===== config.mk =====
export PLATFORM = sky130hd
export DESIGN_NAME = tcm_channel_mux
export DESIGN_NICKNAME = d
export VERILOG_FILES = /design/src/tcm_pkg.sv /design/src/tcm_channel_mux.sv /design/src/tcm_value_encoder.sv
export SDC_FILE = /design/constraint.sdc
export NUM_CORES = 1
export LEC_CHECK = 0
export BUFFER_PORTS_ARGS = -buffer_cell sky130_fd_sc_hd__buf_4
export CORE_UTILIZATION = 40
export CTS_BUF_LIST = sky130_fd_sc_hd__clkbuf_2
export DETAILED_ROUTE_END_ITERATION = 7
export PLACE_DENSITY = 0.68
export SYNTH_ARGS = -nofsm -noshare
export SYNTH_HDL_FRONTEND = slang
export SYNTH_SLANG_ARGS = --single-unit

===== constraint.sdc =====
create_clock -name ref_clk_i -period 12 [get_ports ref_clk_i]
set_input_delay 0.6 -clock ref_clk_i [delete_from_list [all_inputs] [get_ports ref_clk_i]]
set_output_delay 0.6 -clock ref_clk_i [all_outputs]
set_load 0.02 [all_outputs]

===== src/tcm_pkg.sv =====
// Package for the thermocouple input channel multiplexer.
// Shared by the value encoder and the top module; no clock assumptions.
package tcm_pkg;

    // Channel geometry
    localparam int TCM_NCH = 8;
    localparam int TCM_CHW = 3;

    // Register byte offsets on the Avalon-MM slave
    localparam logic [4:0] TCM_OFS_CTRL = 5'h00;
    localparam logic [4:0] TCM_OFS_RANGE = 5'h04;
    localparam logic [4:0] TCM_OFS_IMAGE = 5'h08;
    localparam logic [4:0] TCM_OFS_STATUS = 5'h0c;
    localparam logic [4:0] TCM_OFS_IRQ_STAT = 5'h10;
    localparam logic [4:0] TCM_OFS_IRQ_MASK = 5'h14;

    // Reset values
    localparam logic [7:0] TCM_ENABLE_RST = 8'hff;
    localparam logic [15:0] TCM_RANGE_RST = 16'h0000;
    localparam logic [2:0] TCM_IRQ_MASK_RST = 3'h0;
    localparam logic [2:0] TCM_CHAN_RST = 3'h0;

    // Field positions
    localparam int TCM_CTRL_EN_LSB = 0;
    localparam int TCM_STAT_CHAN_LSB = 0;
    localparam int TCM_STAT_VALID_BIT = 3;
    localparam int TCM_STAT_COUNT_LSB = 16;
    localparam int TCM_IRQ_W = 3;
    localparam int TCM_IRQ_SCAN_BIT = 0;
    localparam int TCM_IRQ_WRAP_BIT = 1;
    localparam int TCM_IRQ_OPEN_BIT = 2;

    // Count limits of the data word
    localparam logic [15:0] TCM_MAG_MAX_BIPOLAR = 16'h7fff;
    localparam logic [15:0] TCM_MAG_MAX_UNIPOLAR = 16'hffff;

    // Per-channel range selection, two bits per channel
    typedef enum logic [1:0] {
        TCM_RANGE_UNIPOLAR,
        TCM_RANGE_BIPOLAR,
        TCM_RANGE_TEMP
    } tcm_range_e;

    // Front-end reading of one channel
    typedef struct packed {
        logic open;
        logic signed [16:0] raw;
    } tcm_sample_s;

    // The 32-point input image seen by the host
    typedef struct packed {
        logic [7:0] open_flags;
        logic [4:0] unused;
        logic [2:0] chan_id;
        logic [15:0] data;
    } tcm_image_s;

endpackage


===== src/tcm_channel_mux.sv =====
// Top of the thermocouple input channel multiplexer: builds the 32-point
// input image one channel per host scan, with an Avalon-MM register slave.
// Assumes host scan strobes and front-end readings are synchronous to ref_clk_i.
//
// How it works
// - One channel result per host scan
// - Image refreshed on every host scan while any channel is enabled
// - Three-bit channel id, values zero to seven
// - Id zero is channel one, seven channel eight
// - Id sits just above lower data word
// - Eight open flags, channel one lowest
// - Lower word top bit is sign flag in bipolar and temperature ranges
// - Temperature counts are tenths of a degree
// - Bipolar magnitude 0..32767, sign gives polarity
// - Unipolar uses full word, 0..65535
// - Bipolar full scale maps to 32767
// - Disabled channels skipped in rotation
// - Open flag follows open thermocouple circuit
`timescale 1ns/100ps
module tcm_channel_mux
    import tcm_pkg::*;
(
    // Clock and reset
    input wire logic ref_clk_i,
    input wire logic rst_n_i,
    // Host scan
    input wire logic scan_i,
    output tcm_image_s image_o,
    output logic image_valid_o,
    // Front end
    input wire tcm_sample_s [TCM_NCH-1:0] samples_i,
    // Avalon-MM slave
    input wire logic [4:0] avs_address,
    input wire logic avs_read,
    input wire logic avs_write,
    input wire logic [31:0] avs_writedata,
    input wire logic [3:0] avs_byteenable,
    output logic [31:0] avs_readdata,
    output logic avs_waitrequest,
    // Interrupt
    output logic irq_o
);

    // Next enabled channel after cur, searching upward with wrap
    function automatic logic [TCM_CHW-1:0] next_enabled(input logic [TCM_NCH-1:0] en,
                                                         input logic [TCM_CHW-1:0] cur);
        logic [TCM_CHW-1:0] pick;
        logic found;
        logic [TCM_CHW-1:0] idx;
        pick = cur;
        found = 1'b0;
        for (int k = 1; k <= TCM_NCH; k++) begin
            idx = TCM_CHW'(cur + TCM_CHW'(k));
            if (!found && en[idx]) begin
                pick = idx;
                found = 1'b1;
            end
        end
        return pick;
    endfunction

    // Byte-lane merge for register writes
    function automatic logic [31:0] lane_merge(input logic [31:0] old,
                                               input logic [31:0] wdata,
                                               input logic [3:0] be);
        logic [31:0] res;
        res = old;
        for (int b = 0; b < 4; b++) begin
            if (be[b]) begin
                res[8*b +: 8] = wdata[8*b +: 8];
            end
        end
        return res;
    endfunction

    // Register state
    logic [7:0] enable_q;
    logic [7:0] enable_d;
    logic [15:0] range_q;
    logic [15:0] range_d;
    logic [TCM_IRQ_W-1:0] irq_stat_q;
    logic [TCM_IRQ_W-1:0] irq_stat_d;
    logic [TCM_IRQ_W-1:0] irq_mask_q;
    logic [TCM_IRQ_W-1:0] irq_mask_d;
    logic irq_q;

    // Image state
    tcm_image_s image_q;
    tcm_image_s image_d;
    logic valid_q;
    logic [TCM_CHW-1:0] chan_q;
    logic [TCM_CHW-1:0] chan_d;
    logic [15:0] scan_count_q;
    logic [TCM_NCH-1:0] open_prev_q;

    // Bus handshake state
    logic ack_q;
    logic ack_d;
    logic wait_q;
    logic [31:0] rdata_q;

    // Rotation decode
    logic any_enabled;
    logic present;
    logic [TCM_CHW-1:0] sel_chan;
    logic wrapped;
    tcm_sample_s sel_sample;
    logic [1:0] sel_range;
    logic [15:0] sel_word;
    logic [TCM_NCH-1:0] open_now;
    logic [TCM_NCH-1:0] open_rise;

    // Bus decode
    logic bus_req;
    logic bus_take;
    logic wr_take;
    logic hit_ctrl;
    logic hit_range;
    logic hit_image;
    logic hit_status;
    logic hit_istat;
    logic hit_imask;
    logic [31:0] rdata_mux;
    logic [31:0] ctrl_word;
    logic [31:0] range_word;
    logic [31:0] status_word;
    logic [31:0] istat_word;
    logic [31:0] imask_word;
    logic [31:0] istat_wr;
    logic [31:0] ctrl_wr;
    logic [31:0] range_wr;
    logic [31:0] imask_wr;
    logic [TCM_IRQ_W-1:0] irq_events;

    // ---------------- Channel rotation ----------------

    assign any_enabled = |enable_q;
    // With nothing enabled the image holds its last contents
    assign present = scan_i && any_enabled;
    // Before the first scan a search from channel eight lands on the lowest enabled one
    assign sel_chan = valid_q ? next_enabled(enable_q, chan_q) : next_enabled(enable_q, 3'h7);
    assign wrapped = valid_q && (sel_chan <= chan_q);
    assign sel_sample = samples_i[sel_chan];
    assign sel_range = range_q[2*sel_chan +: 2];

    tcm_value_encoder u_encoder (
        .raw_i(sel_sample.raw),
        .range_i(sel_range),
        .word_o(sel_word)
    );

    // Open flags of all channels, sampled at the same scan as the data
    generate
        for (genvar c = 0; c < TCM_NCH; c++) begin : g_open
            assign open_now[c] = samples_i[c].open;
            assign open_rise[c] = open_now[c] && !open_prev_q[c];
        end
    endgenerate

    always_comb begin
        image_d = image_q;
        chan_d = chan_q;
        if (present) begin
            // Every field of the image comes from the same scan
            image_d.data = sel_word;
            image_d.chan_id = sel_chan;
            image_d.open_flags = open_now;
            image_d.unused = 5'h00;
            chan_d = sel_chan;
        end
    end

    // Every field of the image shares one register, so no scan is ever half shown
    always_ff @(posedge ref_clk_i) begin
        if (!rst_n_i) begin
            image_q <= '0;
        end else begin
            image_q <= image_d;
        end
    end

    always_ff @(posedge ref_clk_i) begin
        if (!rst_n_i) begin
            chan_q <= TCM_CHAN_RST;
        end else begin
            chan_q <= chan_d;
        end
    end

    always_ff @(posedge ref_clk_i) begin
        if (!rst_n_i) begin
            valid_q <= 1'b0;
        end else begin
            valid_q <= valid_q | present;
        end
    end

    // Scan count wraps silently; software uses it only to watch progress
    always_ff @(posedge ref_clk_i) begin
        if (!rst_n_i) begin
            scan_count_q <= 16'h0000;
        end else begin
            scan_count_q <= present ? 16'(scan_count_q + 16'h0001) : scan_count_q;
        end
    end

    // Open flags of the last presented scan, for the rising-edge event
    always_ff @(posedge ref_clk_i) begin
        if (!rst_n_i) begin
            open_prev_q <= '0;
        end else begin
            open_prev_q <= present ? open_now : open_prev_q;
        end
    end

    assign image_o = image_q;
    assign image_valid_o = valid_q;

    // ---------------- Avalon-MM slave ----------------

    // One wait cycle per access; the access completes on the edge where
    // waitrequest is low, and readdata is already loaded at that edge.
    assign bus_req = avs_read || avs_write;
    assign bus_take = bus_req && ack_q;
    assign wr_take = bus_take && avs_write;
    assign ack_d = bus_req && !ack_q;

    assign hit_ctrl = (avs_address == TCM_OFS_CTRL);
    assign hit_range = (avs_address == TCM_OFS_RANGE);
    assign hit_image = (avs_address == TCM_OFS_IMAGE);
    assign hit_status = (avs_address == TCM_OFS_STATUS);
    assign hit_istat = (avs_address == TCM_OFS_IRQ_STAT);
    assign hit_imask = (avs_address == TCM_OFS_IRQ_MASK);

    assign ctrl_word = 32'(enable_q) << TCM_CTRL_EN_LSB;
    assign range_word = {16'h0000, range_q};
    assign status_word = (32'(scan_count_q) << TCM_STAT_COUNT_LSB)
                       | (32'(valid_q) << TCM_STAT_VALID_BIT)
                       | (32'(chan_q) << TCM_STAT_CHAN_LSB);
    assign istat_word = {29'h0, irq_stat_q};
    assign imask_word = {29'h0, irq_mask_q};

    // Unmapped addresses read as zero and ignore writes
    assign rdata_mux = hit_ctrl ? ctrl_word :
                       hit_range ? range_word :
                       hit_image ? 32'(image_q) :
                       hit_status ? status_word :
                       hit_istat ? istat_word :
                       hit_imask ? imask_word : 32'h0000_0000;

    assign ctrl_wr = lane_merge(ctrl_word, avs_writedata, avs_byteenable);
    assign range_wr = lane_merge(range_word, avs_writedata, avs_byteenable);
    assign imask_wr = lane_merge(imask_word, avs_writedata, avs_byteenable);
    // Write-one-to-clear, only on enabled byte lanes
    assign istat_wr = lane_merge(32'h0, avs_writedata, avs_byteenable);

    assign enable_d = (wr_take && hit_ctrl) ? ctrl_wr[TCM_CTRL_EN_LSB +: 8] : enable_q;
    assign range_d = (wr_take && hit_range) ? range_wr[15:0] : range_q;
    assign irq_mask_d = (wr_take && hit_imask) ? imask_wr[TCM_IRQ_W-1:0] : irq_mask_q;

    // ---------------- Interrupts ----------------

    assign irq_events[TCM_IRQ_SCAN_BIT] = present;
    assign irq_events[TCM_IRQ_WRAP_BIT] = present && wrapped;
    assign irq_events[TCM_IRQ_OPEN_BIT] = present && (|open_rise);

    // A new event in the clearing cycle wins over the clear
    assign irq_stat_d = (irq_stat_q & ~((wr_take && hit_istat) ? istat_wr[TCM_IRQ_W-1:0] : '0))
                      | irq_events;

    always_ff @(posedge ref_clk_i) begin
        if (!rst_n_i) begin
            enable_q <= TCM_ENABLE_RST;
        end else begin
            enable_q <= enable_d;
        end
    end

    always_ff @(posedge ref_clk_i) begin
        if (!rst_n_i) begin
            range_q <= TCM_RANGE_RST;
        end else begin
            range_q <= range_d;
        end
    end

    always_ff @(posedge ref_clk_i) begin
        if (!rst_n_i) begin
            irq_mask_q <= TCM_IRQ_MASK_RST;
        end else begin
            irq_mask_q <= irq_mask_d;
        end
    end

    always_ff @(posedge ref_clk_i) begin
        if (!rst_n_i) begin
            irq_stat_q <= '0;
        end else begin
            irq_stat_q <= irq_stat_d;
        end
    end

    // Built from next values so the line follows a set or clear without a cycle of lag
    always_ff @(posedge ref_clk_i) begin
        if (!rst_n_i) begin
            irq_q <= 1'b0;
        end else begin
            irq_q <= |(irq_stat_d & irq_mask_d);
        end
    end

    always_ff @(posedge ref_clk_i) begin
        if (!rst_n_i) begin
            ack_q <= 1'b0;
        end else begin
            ack_q <= ack_d;
        end
    end

    always_ff @(posedge ref_clk_i) begin
        if (!rst_n_i) begin
            wait_q <= 1'b1;
        end else begin
            wait_q <= !ack_d;
        end
    end

    // Loaded in the wait cycle, so read data already stands at the completing edge
    always_ff @(posedge ref_clk_i) begin
        if (!rst_n_i) begin
            rdata_q <= 32'h0000_0000;
        end else if (ack_d) begin
            rdata_q <= rdata_mux;
        end
    end

    assign avs_readdata = rdata_q;
    assign avs_waitrequest = wait_q;
    assign irq_o = irq_q;

endmodule // tcm_channel_mux


===== src/tcm_value_encoder.sv =====
// Encodes one front-end reading into the 16-bit data word of the image.
// Purely combinational; the caller registers the result.
`timescale 1ns/100ps
module tcm_value_encoder
    import tcm_pkg::*;
(
    // Reading and range
    input wire logic signed [16:0] raw_i,
    input wire logic [1:0] range_i,
    // Encoded word
    output logic [15:0] word_o
);

    logic neg;
    logic [16:0] mag;
    logic [16:0] mag_half;
    logic [15:0] bip_mag;
    logic [15:0] temp_mag;
    logic [15:0] uni_val;

    assign neg = raw_i[16];
    assign mag = neg ? 17'(-raw_i) : 17'(raw_i);
    // Bipolar full scale of +/-65535 raw maps to 32767 counts
    assign mag_half = mag >> 1;
    assign bip_mag = (mag_half > 17'(TCM_MAG_MAX_BIPOLAR)) ? TCM_MAG_MAX_BIPOLAR : mag_half[15:0];
    // Temperature raw is already in tenths of a degree
    assign temp_mag = (mag > 17'(TCM_MAG_MAX_BIPOLAR)) ? TCM_MAG_MAX_BIPOLAR : mag[15:0];
    // Unipolar has no sign; below-range readings clamp to zero
    assign uni_val = neg ? 16'h0000 : raw_i[15:0];

    always_comb begin
        unique case (range_i)
            TCM_RANGE_UNIPOLAR: word_o = uni_val;
            TCM_RANGE_BIPOLAR: word_o = {neg & (bip_mag != 16'h0000), bip_mag[14:0]};
            TCM_RANGE_TEMP: word_o = {neg & (temp_mag != 16'h0000), temp_mag[14:0]};
            default: word_o = uni_val;
        endcase
    end

endmodule // tcm_value_encoder

==> results of run 1 <==
-- power by group --
| group | total (mW) | switching, mW | internal, mW |
|---|---|---|---|
| combinational | 0.309 | 0.181 | 0.128 |
| sequential | 0.388 | 0.0140 | 0.374 |
| clock | 0.218 | 0.126 | 0.0911 |
-- final timing paths --
kind / startpoint / to / slack (ps) / depth (start not counted)
max: chan_q[1] / image_o[0] / 4810 / 18
min: samples_i[35] / open_prev_q[1] / 190 / 3
max reg2reg: chan_q[1] / image_o[0] / 4810 / 18
min reg2reg: avs_readdata[2] / avs_readdata[2] / 460 / 2
-- sequential cells by signal, summed over array words and instances, names as in the netlist --
name,cells
avs_readdata,32
image_o,16
range_q,16
scan_count_q,16
enable_q,8
open_prev_q,8
chan_q,3
irq_mask_q,3
irq_stat_q,3
ack_q,1
avs_waitrequest,1
image_valid_o,1
irq_o,1
-- metal layers --
layer	share of wire, %	up-vias	wire (µm)
met3	6.5	48	1810
met1	44	4234	12300
met2	47	341	13200
met4	2.6	0	717
li1	-	4333	-
met5	0	-	0
-- layout make-up --
cell class / instances / share of cell area (%)
Clock buffer: 9 / 0.444
Clock inverter: 7 / 1.18
Inverter: 33 / 1.23
Multi-Input combinational cell: 876 / 54.3
Sequential cell: 109 / 21.5
Tap cell: 270 / 3.33
Timing Repair Buffer: 243 / 18.0
-- cells by family (layout without fill, tap and decap cells) --
family          Yosys count  in the layout  share of synthesized area (%)
simple gates            439            439                           24.7
compound gates          313            313                           26.3
buf+inv                 120            292                           6.67
flops                   109            109                           26.6
mux                      80             80                           11.1
xor+xnor                 30             30                           3.20
fa+ha+maj                 9              9                           1.37
other cells               1              5                         0.0457
-- cells in the final DEF, fill, tap and decap left out, types with 5 or more instances in the layout --
cell      Yosys  routed
buf_4        10     243
nand2_1     204     204
dfxtp_1     109     109
o21ai_0      84      84
nor2_1       79      79
nand3_1      67      67
mux2i_1      55      55
a21oi_1      54      53
inv_1        30      30
a31oi_1      24      24
a22o_1       23      23
mux2_2       17      17
xor2_1       17      17
a22oi_1      17      17
and2_1       17      17
xnor2_1      13      13
nor3_1       13      13
a221oi_1     13      13
o211ai_1     10      10
and3_1       10      10
nand4_1       9       9
o21ai_1       9       9
ha_1          9       9
clkbuf_2      0       9
nor2b_1       8       8
a41oi_1       8       8
a32o_1        8       8
a211o_1       7       7
mux4_2        7       7
a221o_1       6       6
a211oi_1      6       6
o22ai_1       6       6
nand2b_1      5       5
nor4_1        6       5
o21a_1        5       5
conb_1        1       5
-- tightest hold or removal path, delay by kind of cell --
| kind | cells | cell delay, ps |
|---|---|---|
| AOI/OAI and AO/OA | 1 | 50 |
| buffers and inverters | 1 | 110 |
| and+or+nand+nor | 1 | 50 |
==> metrics.md, run 1 <==
| Metric | Value |
|---|---|
| Status | `complete, but fails checks` |
| Failing checks | `design-rule violations` |
| Vias in the first global route | `8236` |
| Post-cts resize count | `0` |
| Inst Count DP | `1531` |
| Synth-to-Final Area Change | `23.6%` |
| Top delay family on crit path | `compound AO/OA/AOI/OAI gates` |
| First-pass GRT wire length | `44500 µm` |
| Setup CP Type | `reg -> reg` |
| Design Power | `915 µW` |
| Register area share after synthesis | `26.6%` |
| Critical-path top delay cell | `dfxtp_1` |
| Flops & latches, synth | `109` |
| Synth area leaders | `dfxtp_1, nand2_1, mux2i_1, o21ai_0, nand3_1` |
| Layout cells sized above 1 | `23.9%` |
| DRT iter0 DRCs | `1023` |
| Pre-CTS setup slack | `4910 ps` |
| Setup TNS | `0 ps` |
| Most Crowded Layer GR | `met2` |
| M2 GR Usage | `41.7%` |
| CTS Root Cell | `clkbuf_2` |
| CP max FO | `60` |
| Detailed-route DRC error count | `1` |
| Post-CTS setup repair buffer count | `0` |
| Max-cap violations | `0` |
| M3 GR Usage | `4.81%` |
| Router iterations before antenna repair | `8` |
| Worst setup margin | `4810 ps` |
| Final worst path period need | `7190 ps` |
| Chip Height | `145 µm` |
| Pin count of the biggest net entering global routing | `61` |
| Inserted Diodes | `0` |
| Fin crit share | `59.9%` |
| Ys flop type | `dfxtp_1` |
| Fin. Hold Viols | `0` |
| GRT Total Usage | `26.0%` |
| Worst skew pair latency | `610 ps` |
| CP Cell Sequence | `inv_1 -> ha_1 -> mux2_2 -> mux2i_1 -> a2111oi_4 -> o21ai_0 -> a21oi_1 -> or2_2 -> buf_4 -> nand2_1 -> and3_1 -> a311oi_1 -> a31oi_1 -> ha_1 -> nor2b_1 -> o21ai_0 -> and3_1 -> a211oi_2` |
| CP Launch Type | `flip-flop` |
| Gr ovfl total | `0` |
| CTS tree | `built` |
| Initial antenna violation count | `0` |
| Endpoints failing setup | `0` |
| Critical path required time | `12570 ps` |
| Die width | `145 µm` |
| Reg area | `0.00218 mm²` |
| Hpwl dp | `20600 µm` |
| Worst Path Buf+Inv | `2` |
| Final hold slack | `191 ps` |
| Clock buffer count from CTS | `9` |
| Fillers | `2054` |
| Post-synth top area share | `26.6%` |
| Nets@finish | `1471` |
| Die area | `0.0211 mm²` |
| Worst Tran Pin Value | `1190 ps` |
| Post-route cell area | `0.0101 mm²` |
| Worst hold path class | `in -> reg` |
| CP Data Arrival Time | `7760 ps` |
| Synthesized area per cell | `7.45 µm²` |
| Max clock buf depth | `2` |
| Leak | `4.33 nW` |
| Unrepaired setup endpoints after global routing | `false` |
| Final WL | `28000 µm` |
| Fmax | `139 MHz` |
| Clock Skews | `25.7 ps` |
| Fin cells | `1547` |
| Clock Pin Slew Worst Setup and Hold Paths | `300 ps` |
| Syn. warnings | `0` |
| Crit end category | `flip-flop` |
| H-tree depth | `3` |
| Slowest stage delay, CP | `890 ps` |
| Final Util | `50.3%` |
| Worst IR drop on VDD | `0.0000539 V` |
| CTS Sinks | `109` |
| Synth Instances | `1101` |
| Core ar. | `0.0202 mm²` |
| M1 GR Usage | `35.2%` |
| Final Slew Violations | `0` |
| Number of synthesized flops with an enable pin | `0` |
| Vias | `8956` |
| Pwr dens | `90.3 mW/mm²` |
| Async set-reset flop share out of synthesis | `0%` |
| # rows | `52` |
| GPL Wtd Cong | `0.922` |
| Count leader, synth | `nand2_1` |
| Most frequent cells after synthesis | `nand2_1, dfxtp_1, o21ai_0` |
| Vias per std cell | `5.79` |
| Post-synthesis cell area | `0.00820 mm²` |
| I/O Buffers | `233` |
| Number of hold buffers added after CTS | `0` |
| Synth area leader | `dfxtp_1` |
| Yosys cell types | `81` |
| Top Ports | `257` |
| Detail Route Antenna Nets | `0` |
| Initial Utilization | `40.7%` |
| Worst slew margin | `20.9%` |
| Dpl cell area | `0.00997 mm²` |
| Multi-input logic area | `0.00550 mm²` |
| Drt wl/cell | `18.1 µm` |
(Power assumes the default switching activity.)
==> run 2: changes to the inputs <==
Settings changed: PLACE_DENSITY 0.68 to 0.71.
Clock period 12 ns to 6.59 ns, I/O delays scaled along.
==> run 2 against run 1 <==
  * The run still ends with design-rule violations left
  * Clock skew is 1.6 ps higher
  * Hold slack got worse by 120 ps
  * Total power increased by 79%
  * First-iteration DRC count down 31%
  * Critical path type unchanged
  * Largest cell class unchanged
==> metrics.md, run 2 (synthesis results as in run 1) <==
| Metric | Value |
|---|---|
| CP max FO | `60 (unchanged)` |
| Final worst path period need | `6260 ps (-932 ps)` |
| Detailed-route DRC error count | `1 (unchanged)` |
| Worst skew pair latency | `590 ps (-20 ps)` |
| Critical-path top delay cell | `nor4_4` |
| Worst hold path class | `in -> reg` |
| Fin crit share | `95.0% (+35 points)` |
| Unrepaired setup endpoints after global routing | `false` |
| Hpwl dp | `21200 µm (+2.8%)` |
| Commonest non-fill, non-tap cells in the layout | `buf_4, nand2_1, dfxtp_1, o21ai_0, nor2_1` |
| CTS Sinks | `109 (unchanged)` |
| Number of flip-flops in the largest register | `32 (unchanged)` |
| Detail Route Antenna Nets | `0 (unchanged)` |
| Initial antenna violation count | `0 (unchanged)` |
| Dpl cell area | `0.0101 mm² (+0.83%)` |
| CP Launch Type | `flip-flop` |
| Vias per std cell | `5.76 (-0.53%)` |
| Failing checks | `design-rule violations` |
| CTS Root Cell | `clkbuf_2` |
| Synth-to-Final Area Change | `27.3%` |
| Die width | `145 µm (unchanged)` |
| Setup TNS | `0 ps (unchanged)` |
| Fmax | `160 MHz (+15%)` |
| Clock buffer count from CTS | `9 (unchanged)` |
| Critical path required time | `7110 ps (-5460 ps)` |
| GPL Wtd Cong | `0.906 (-1.8%)` |
| Post-CTS setup repair buffer count | `0 (unchanged)` |
| Final WL | `28500 µm (+1.5%)` |
| Pwr dens | `157 mW/mm² (+74%)` |
| H-tree depth | `3 (unchanged)` |
| Status | `complete, but fails checks` |
| DRT iter0 DRCs | `704 (-31%)` |
| FF-to-FF path depth | `20 (+2)` |
| Multi-input logic area | `0.00551 mm² (+0.11%)` |
| Fin. Hold Viols | `0 (unchanged)` |
| Chip Height | `145 µm (unchanged)` |
| Vias in the first global route | `8367 (+1.6%)` |
| GRT Total Usage | `25.7% (-0.23 points)` |
| Inserted Diodes | `0 (unchanged)` |
| Post-route cell area | `0.0104 mm² (+3.0%)` |
| I/O Buffers | `233 (unchanged)` |
| Die area | `0.0211 mm² (unchanged)` |
| Initial Utilization | `40.7% (unchanged)` |
| Router iterations before antenna repair | `8 (unchanged)` |
| Reg area | `0.00218 mm² (unchanged)` |
| First-pass GRT wire length | `44000 µm (-1.2%)` |
| Setup CP Type | `reg -> reg` |
| Slowest stage delay, CP | `610 ps (-280 ps)` |
| Max-cap violations | `0 (unchanged)` |
| Worst slew margin | `19.5% (-1.4 points)` |
| Worst Tran Pin Value | `1210 ps (+20.7 ps)` |
| Leak | `4.47 nW (+3.4%)` |
| CP Cell Sequence | `inv_2 -> ha_2 -> mux2_2 -> mux4_2 -> o21ai_0 -> a21oi_2 -> or2_2 -> buf_4 -> nand2_1 -> nand3_1 -> a22o_1 -> inv_1 -> ha_1 -> inv_1 -> nor4_4 -> nand4b_4 -> nor2_2 -> o21ai_0 -> and4_1 -> a211oi_2` |
| Worst IR drop on VDD | `0.0000952 V (+77%)` |
| Crit end category | `flip-flop` |
| Clock Skews | `27.3 ps (+1.61 ps)` |
| Nets@finish | `1506 (+2.4%)` |
| Top Ports | `257 (unchanged)` |
| Max clock buf depth | `2 (unchanged)` |
| Gr ovfl total | `0 (unchanged)` |
| Vias | `9110 (+1.7%)` |
| CTS tree | `built` |
| Core ar. | `0.0202 mm² (unchanged)` |
| Clock Pin Slew Worst Setup and Hold Paths | `270 ps (-30 ps)` |
| Final Slew Violations | `0 (unchanged)` |
| # rows | `52 (unchanged)` |
| Fillers | `2043 (-0.54%)` |
| Commonest non-fill, non-tap cell in the layout | `buf_4` |
| Endpoints failing setup | `0 (unchanged)` |
| Worst hold path depth | `2 (-1)` |
| Pin count of the biggest net entering global routing | `61 (unchanged)` |
| CP Data Arrival Time | `6780 ps (-980 ps)` |
| Drt wl/cell | `18.0 µm (-0.73%)` |
| Layout cells sized above 1 | `24.2% (+0.35 points)` |
-- run 2: changes by cell type in the layout (fill, tap and decap cells not counted) --
| cell | delta |
|---|---|
| ha_2 | +1 |
| ha_1 | -1 |
| a21oi_1 | -1 |
| buf_4 | +11 |
| a21oi_2 | +1 |
| bufinv_16 | -1 |
| dlygate4sd3_1 | +24 |
| clkinv_2 | +1 |
-- run 2: final cells by class --
cell class	count	share of cell area, %
tap	270	3.24
multi-input combinational	876	52.8
timing repair buffer	278	20.6
clock inverter	7	0.911
inverter	33	1.20
clock buffer	9	0.431
sequential	109	20.9
-- run 2: path summary, 6_finish.rpt --
path | to | slack, ps | startpoint
hold reg to reg | avs_readdata[2] | 460 | avs_readdata[2]
setup / recovery | image_o[0] | 330 | chan_q[0]
setup reg to reg | image_o[0] | 330 | chan_q[0]
hold / removal | enable_q[6] | 70 | rst_n_i
-- run 2: per-layer routing --
layer	wire, µm	track usage [%]
met3	1850	3.49
met5	0	0
met4	969	10.1
met2	13400	42.2
met1	12200	34.1
-- run 2: report_power, final --
group | switching, mW | internal (mW) | total (mW)
clock network | 0.221 | 0.127 | 0.348
logic | 0.342 | 0.247 | 0.589
registers | 0.0231 | 0.681 | 0.704
total | 0.586 | 1.06 | 1.64
-- run 2: metrics by stage --
stage	utilization (%)	hold WS, ps	power [mW]	std cells	setup slack [ps]
2_1_floorplan	-	453	1.08	1105	747
3_3_place_gp	49.9	430	1.28	1542	423
3_5_place_dp	49.9	438	1.28	1542	298
4_1_cts	51.7	39.0	1.64	1582	247
5_1_grt	51.8	27.4	1.73	1582	25.5
6_report	51.8	71.2	1.64	1582	331
-- run 2: critical path, delay by kind of cell, from the launching register on --
family | cells | cell delay [ps]
muxes | 2 | 970
and+or+nand+nor | 7 | 2060
AOI/OAI and AO/OA | 5 | 1310
buffers and inverters | 4 | 650
DFF | 1 | 430
adders and majority gates | 2 | 770
-- run 2: what timing repair did --
action	CTS	global route
gates resized for setup	0	2
endpoints found under the setup margin	0	16
hold endpoints to repair	33	0
hold buffers	24	0
==> run 3: changes to the inputs <==
Settings changed: REMOVE_ABC_BUFFERS set to 1.
==> run 3 against run 2 <==
  * The run still ends with design-rule violations left
  * Routed wire length shrank 4.1%
  * Via count is essentially flat
  * Sequential share of layout area is essentially flat
  * Core utilization is essentially flat
  * Global-route usage shrank 0.30 points
  * Sequential power is essentially flat
  * Non-clock buffer count grew 2
  * Count of clock-buffer cells in the layout is the same
  * Register-to-register slack gained 100 ps
  * Clock skew grew 19 ps
==> metrics.md, run 3 (synthesis results as in run 1) <==
| Metric | Value |
|---|---|
| Status | `complete, but fails checks` |
| Failing checks | `design-rule violations` |
| Commonest non-fill, non-tap cells in the layout | `buf_4, nand2_1, dfxtp_1, o21ai_0, nor2_1` |
| CTS Root Cell | `clkbuf_2` |
| First-pass GRT wire length | `44000 µm (+0.13%)` |
| Final hold slack | `41.6 ps (-29.6 ps)` |
| Design Power | `1.61 mW (-2.3%)` |
| Fillers | `2027 (-0.78%)` |
| Nets@finish | `1508 (+0.13%)` |
| Fmax | `162 MHz (+1.7%)` |
| DRT iter0 DRCs | `796 (+13%)` |
| Worst skew pair latency | `630 ps (+40 ps)` |
| Layout cells sized above 1 | `24.4% (+0.13 points)` |
| Critical path required time | `7140 ps (+30 ps)` |
| CP Data Arrival Time | `6700 ps (-80 ps)` |
| Die area | `0.0211 mm² (unchanged)` |
| Final Slew Violations | `0 (unchanged)` |
| CP max FO | `20 (-67%)` |
| Post-route cell area | `0.0104 mm² (about the same)` |
| Fin. Hold Viols | `0 (unchanged)` |
| Chip Height | `145 µm (unchanged)` |
| Vias per std cell | `5.76 (about the same)` |
| Net Sw Frac | `36.5% (+0.86 points)` |
| Pre-CTS setup slack | `217 ps (-80.7 ps)` |
| GPL Wtd Cong | `0.899 (-0.76%)` |
| GRT Total Usage | `25.4% (-0.30 points)` |
| Commonest non-fill, non-tap cell in the layout | `buf_4` |
| Fin crit share | `93.4% (-1.6 points)` |
| Gr ovfl total | `0 (unchanged)` |
| Final worst path period need | `6160 ps (-102 ps)` |
| Pwr dens | `154 mW/mm² (-2.2%)` |
| Detailed-route DRC error count | `1 (unchanged)` |
| CP Launch Type | `flip-flop` |
| Inserted Diodes | `0 (unchanged)` |
| Max-cap violations | `0 (unchanged)` |
| Drt wl/cell | `17.2 µm (-4.2%)` |
| Most Crowded Layer GR | `met2` |
| Clock buffer count from CTS | `9 (unchanged)` |
| Final WL | `27300 µm (-4.1%)` |
| Worst hold path class | `in -> reg` |
| Number of flip-flops in the largest register | `32 (unchanged)` |
| I/O Buffers | `233 (unchanged)` |
| Initial Utilization | `40.7% (unchanged)` |
| M3 GR Usage | `3.62% (+0.13 points)` |
| H-tree depth | `3 (unchanged)` |
| Worst setup margin | `434 ps (+102 ps)` |
| Die width | `145 µm (unchanged)` |
| Worst IR drop on VDD | `0.0000794 V (-17%)` |
| Top Ports | `257 (unchanged)` |
| Clock Skews | `46.5 ps (+19.2 ps)` |
| Synth-to-Final Area Change | `27.3% (about the same)` |
| Pin count of the biggest net entering global routing | `50 (-18%)` |
| M2 GR Usage | `42.7% (+0.50 points)` |
| Setup TNS | `0 ps (unchanged)` |
| Endpoints failing setup | `0 (unchanged)` |
| Worst Tran Pin Value | `1200 ps (-3.20 ps)` |
| Core ar. | `0.0202 mm² (unchanged)` |
| Comb pwr share | `36.4% (+0.5 points)` |
| Clock Pin Slew Worst Setup and Hold Paths | `280 ps (about the same)` |
| Dpl cell area | `0.0101 mm² (+0.15%)` |
| Seq pwr share | `43.9% (+1.0 points)` |
| CTS Sinks | `109 (unchanged)` |
| Max clock buf depth | `2 (unchanged)` |
| Setup CP Type | `reg -> reg` |
| M1 GR Usage | `33.1% (-1.0 points)` |
| Int Power | `1.02 mW (-3.6%)` |
| Leak | `4.46 nW (-0.19%)` |
| Worst slew margin | `19.7% (+0.21 points)` |
| Clk network pwr share | `19.7% (-1.5 points)` |
| Vias | `9113 (+0.033%)` |
| Switching power | `587 µW (+0.10%)` |
| Unrepaired setup endpoints after global routing | `false` |
| Router iterations before antenna repair | `8 (unchanged)` |
| Detail Route Antenna Nets | `0 (unchanged)` |
| Initial antenna violation count | `0 (unchanged)` |
| Hpwl dp | `20300 µm (-4.2%)` |
| Vias in the first global route | `8714 (+4.1%)` |
| # rows | `52 (unchanged)` |
| CTS tree | `built` |
| Crit end category | `flip-flop` |
-- run 3: per-layer routing --
layer	part of all wire, %	routed length, µm
met2	48	13000
met4	3.2	879
met5	0	0
met3	5.2	1420
met1	44	12000
-- run 3: worst paths after layout --
path,from,end,slack [ps],cells after the start
setup / recovery,chan_q[0],image_o[12],430,22
hold / removal,rst_n_i,enable_q[6],40,2
setup reg to reg,chan_q[0],image_o[12],430,22
hold reg to reg,avs_readdata[1],avs_readdata[1],460,2
-- run 3: worst max-delay path: stages (launching register included) --
cell,delay (ps)
dfxtp_1,430
inv_2,130
ha_2,590
mux2_2,420
and2_0,140
mux4_2,520
and2_1,230
o31ai_1,250
buf_4,230
or2_2,390
inv_2,240
nand2_1,120
nand3_1,80
a22o_1,290
inv_1,120
ha_1,170
inv_1,80
nor4_4,550
nand4b_4,200
o21a_1,260
a22oi_4,360
o21ai_1,130
a31oi_1,170
-- run 3: layout make-up --
cell class	instances	area, µm²	area share [%]
flip-flops and latches	109	2180	20.9
inverters	33	125	1.20
well taps	270	338	3.24
clock inverters	6	71.3	0.683
clock buffers	9	45.0	0.431
repair buffers	280	2160	20.7
multi-input cells	876	5520	52.8
-- run 3: what timing repair did --
action                                  CTS  global route
hold buffers                             24             0
resized for setup                         0             3
endpoints found under the setup margin    0            16
hold endpoints to repair                 32             0
buffers inserted                          0             0
-- run 3: per-stage QoR --
stage,cells,util [%]
2_1_floorplan,1018,-
3_3_place_gp,1544,49.9
3_5_place_dp,1544,49.9
4_1_cts,1583,51.7
5_1_grt,1583,51.8
6_report,1583,51.8
-- run 3: power by group through the flow --
stage	logic (mW)	registers (mW)	clock network (mW)
floorplan	0.316	0.730	0
global placement	0.557	0.715	0
detailed placement	0.563	0.715	0
CTS	0.578	0.704	0.323
global route	0.637	0.707	0.344
finish	0.584	0.705	0.316
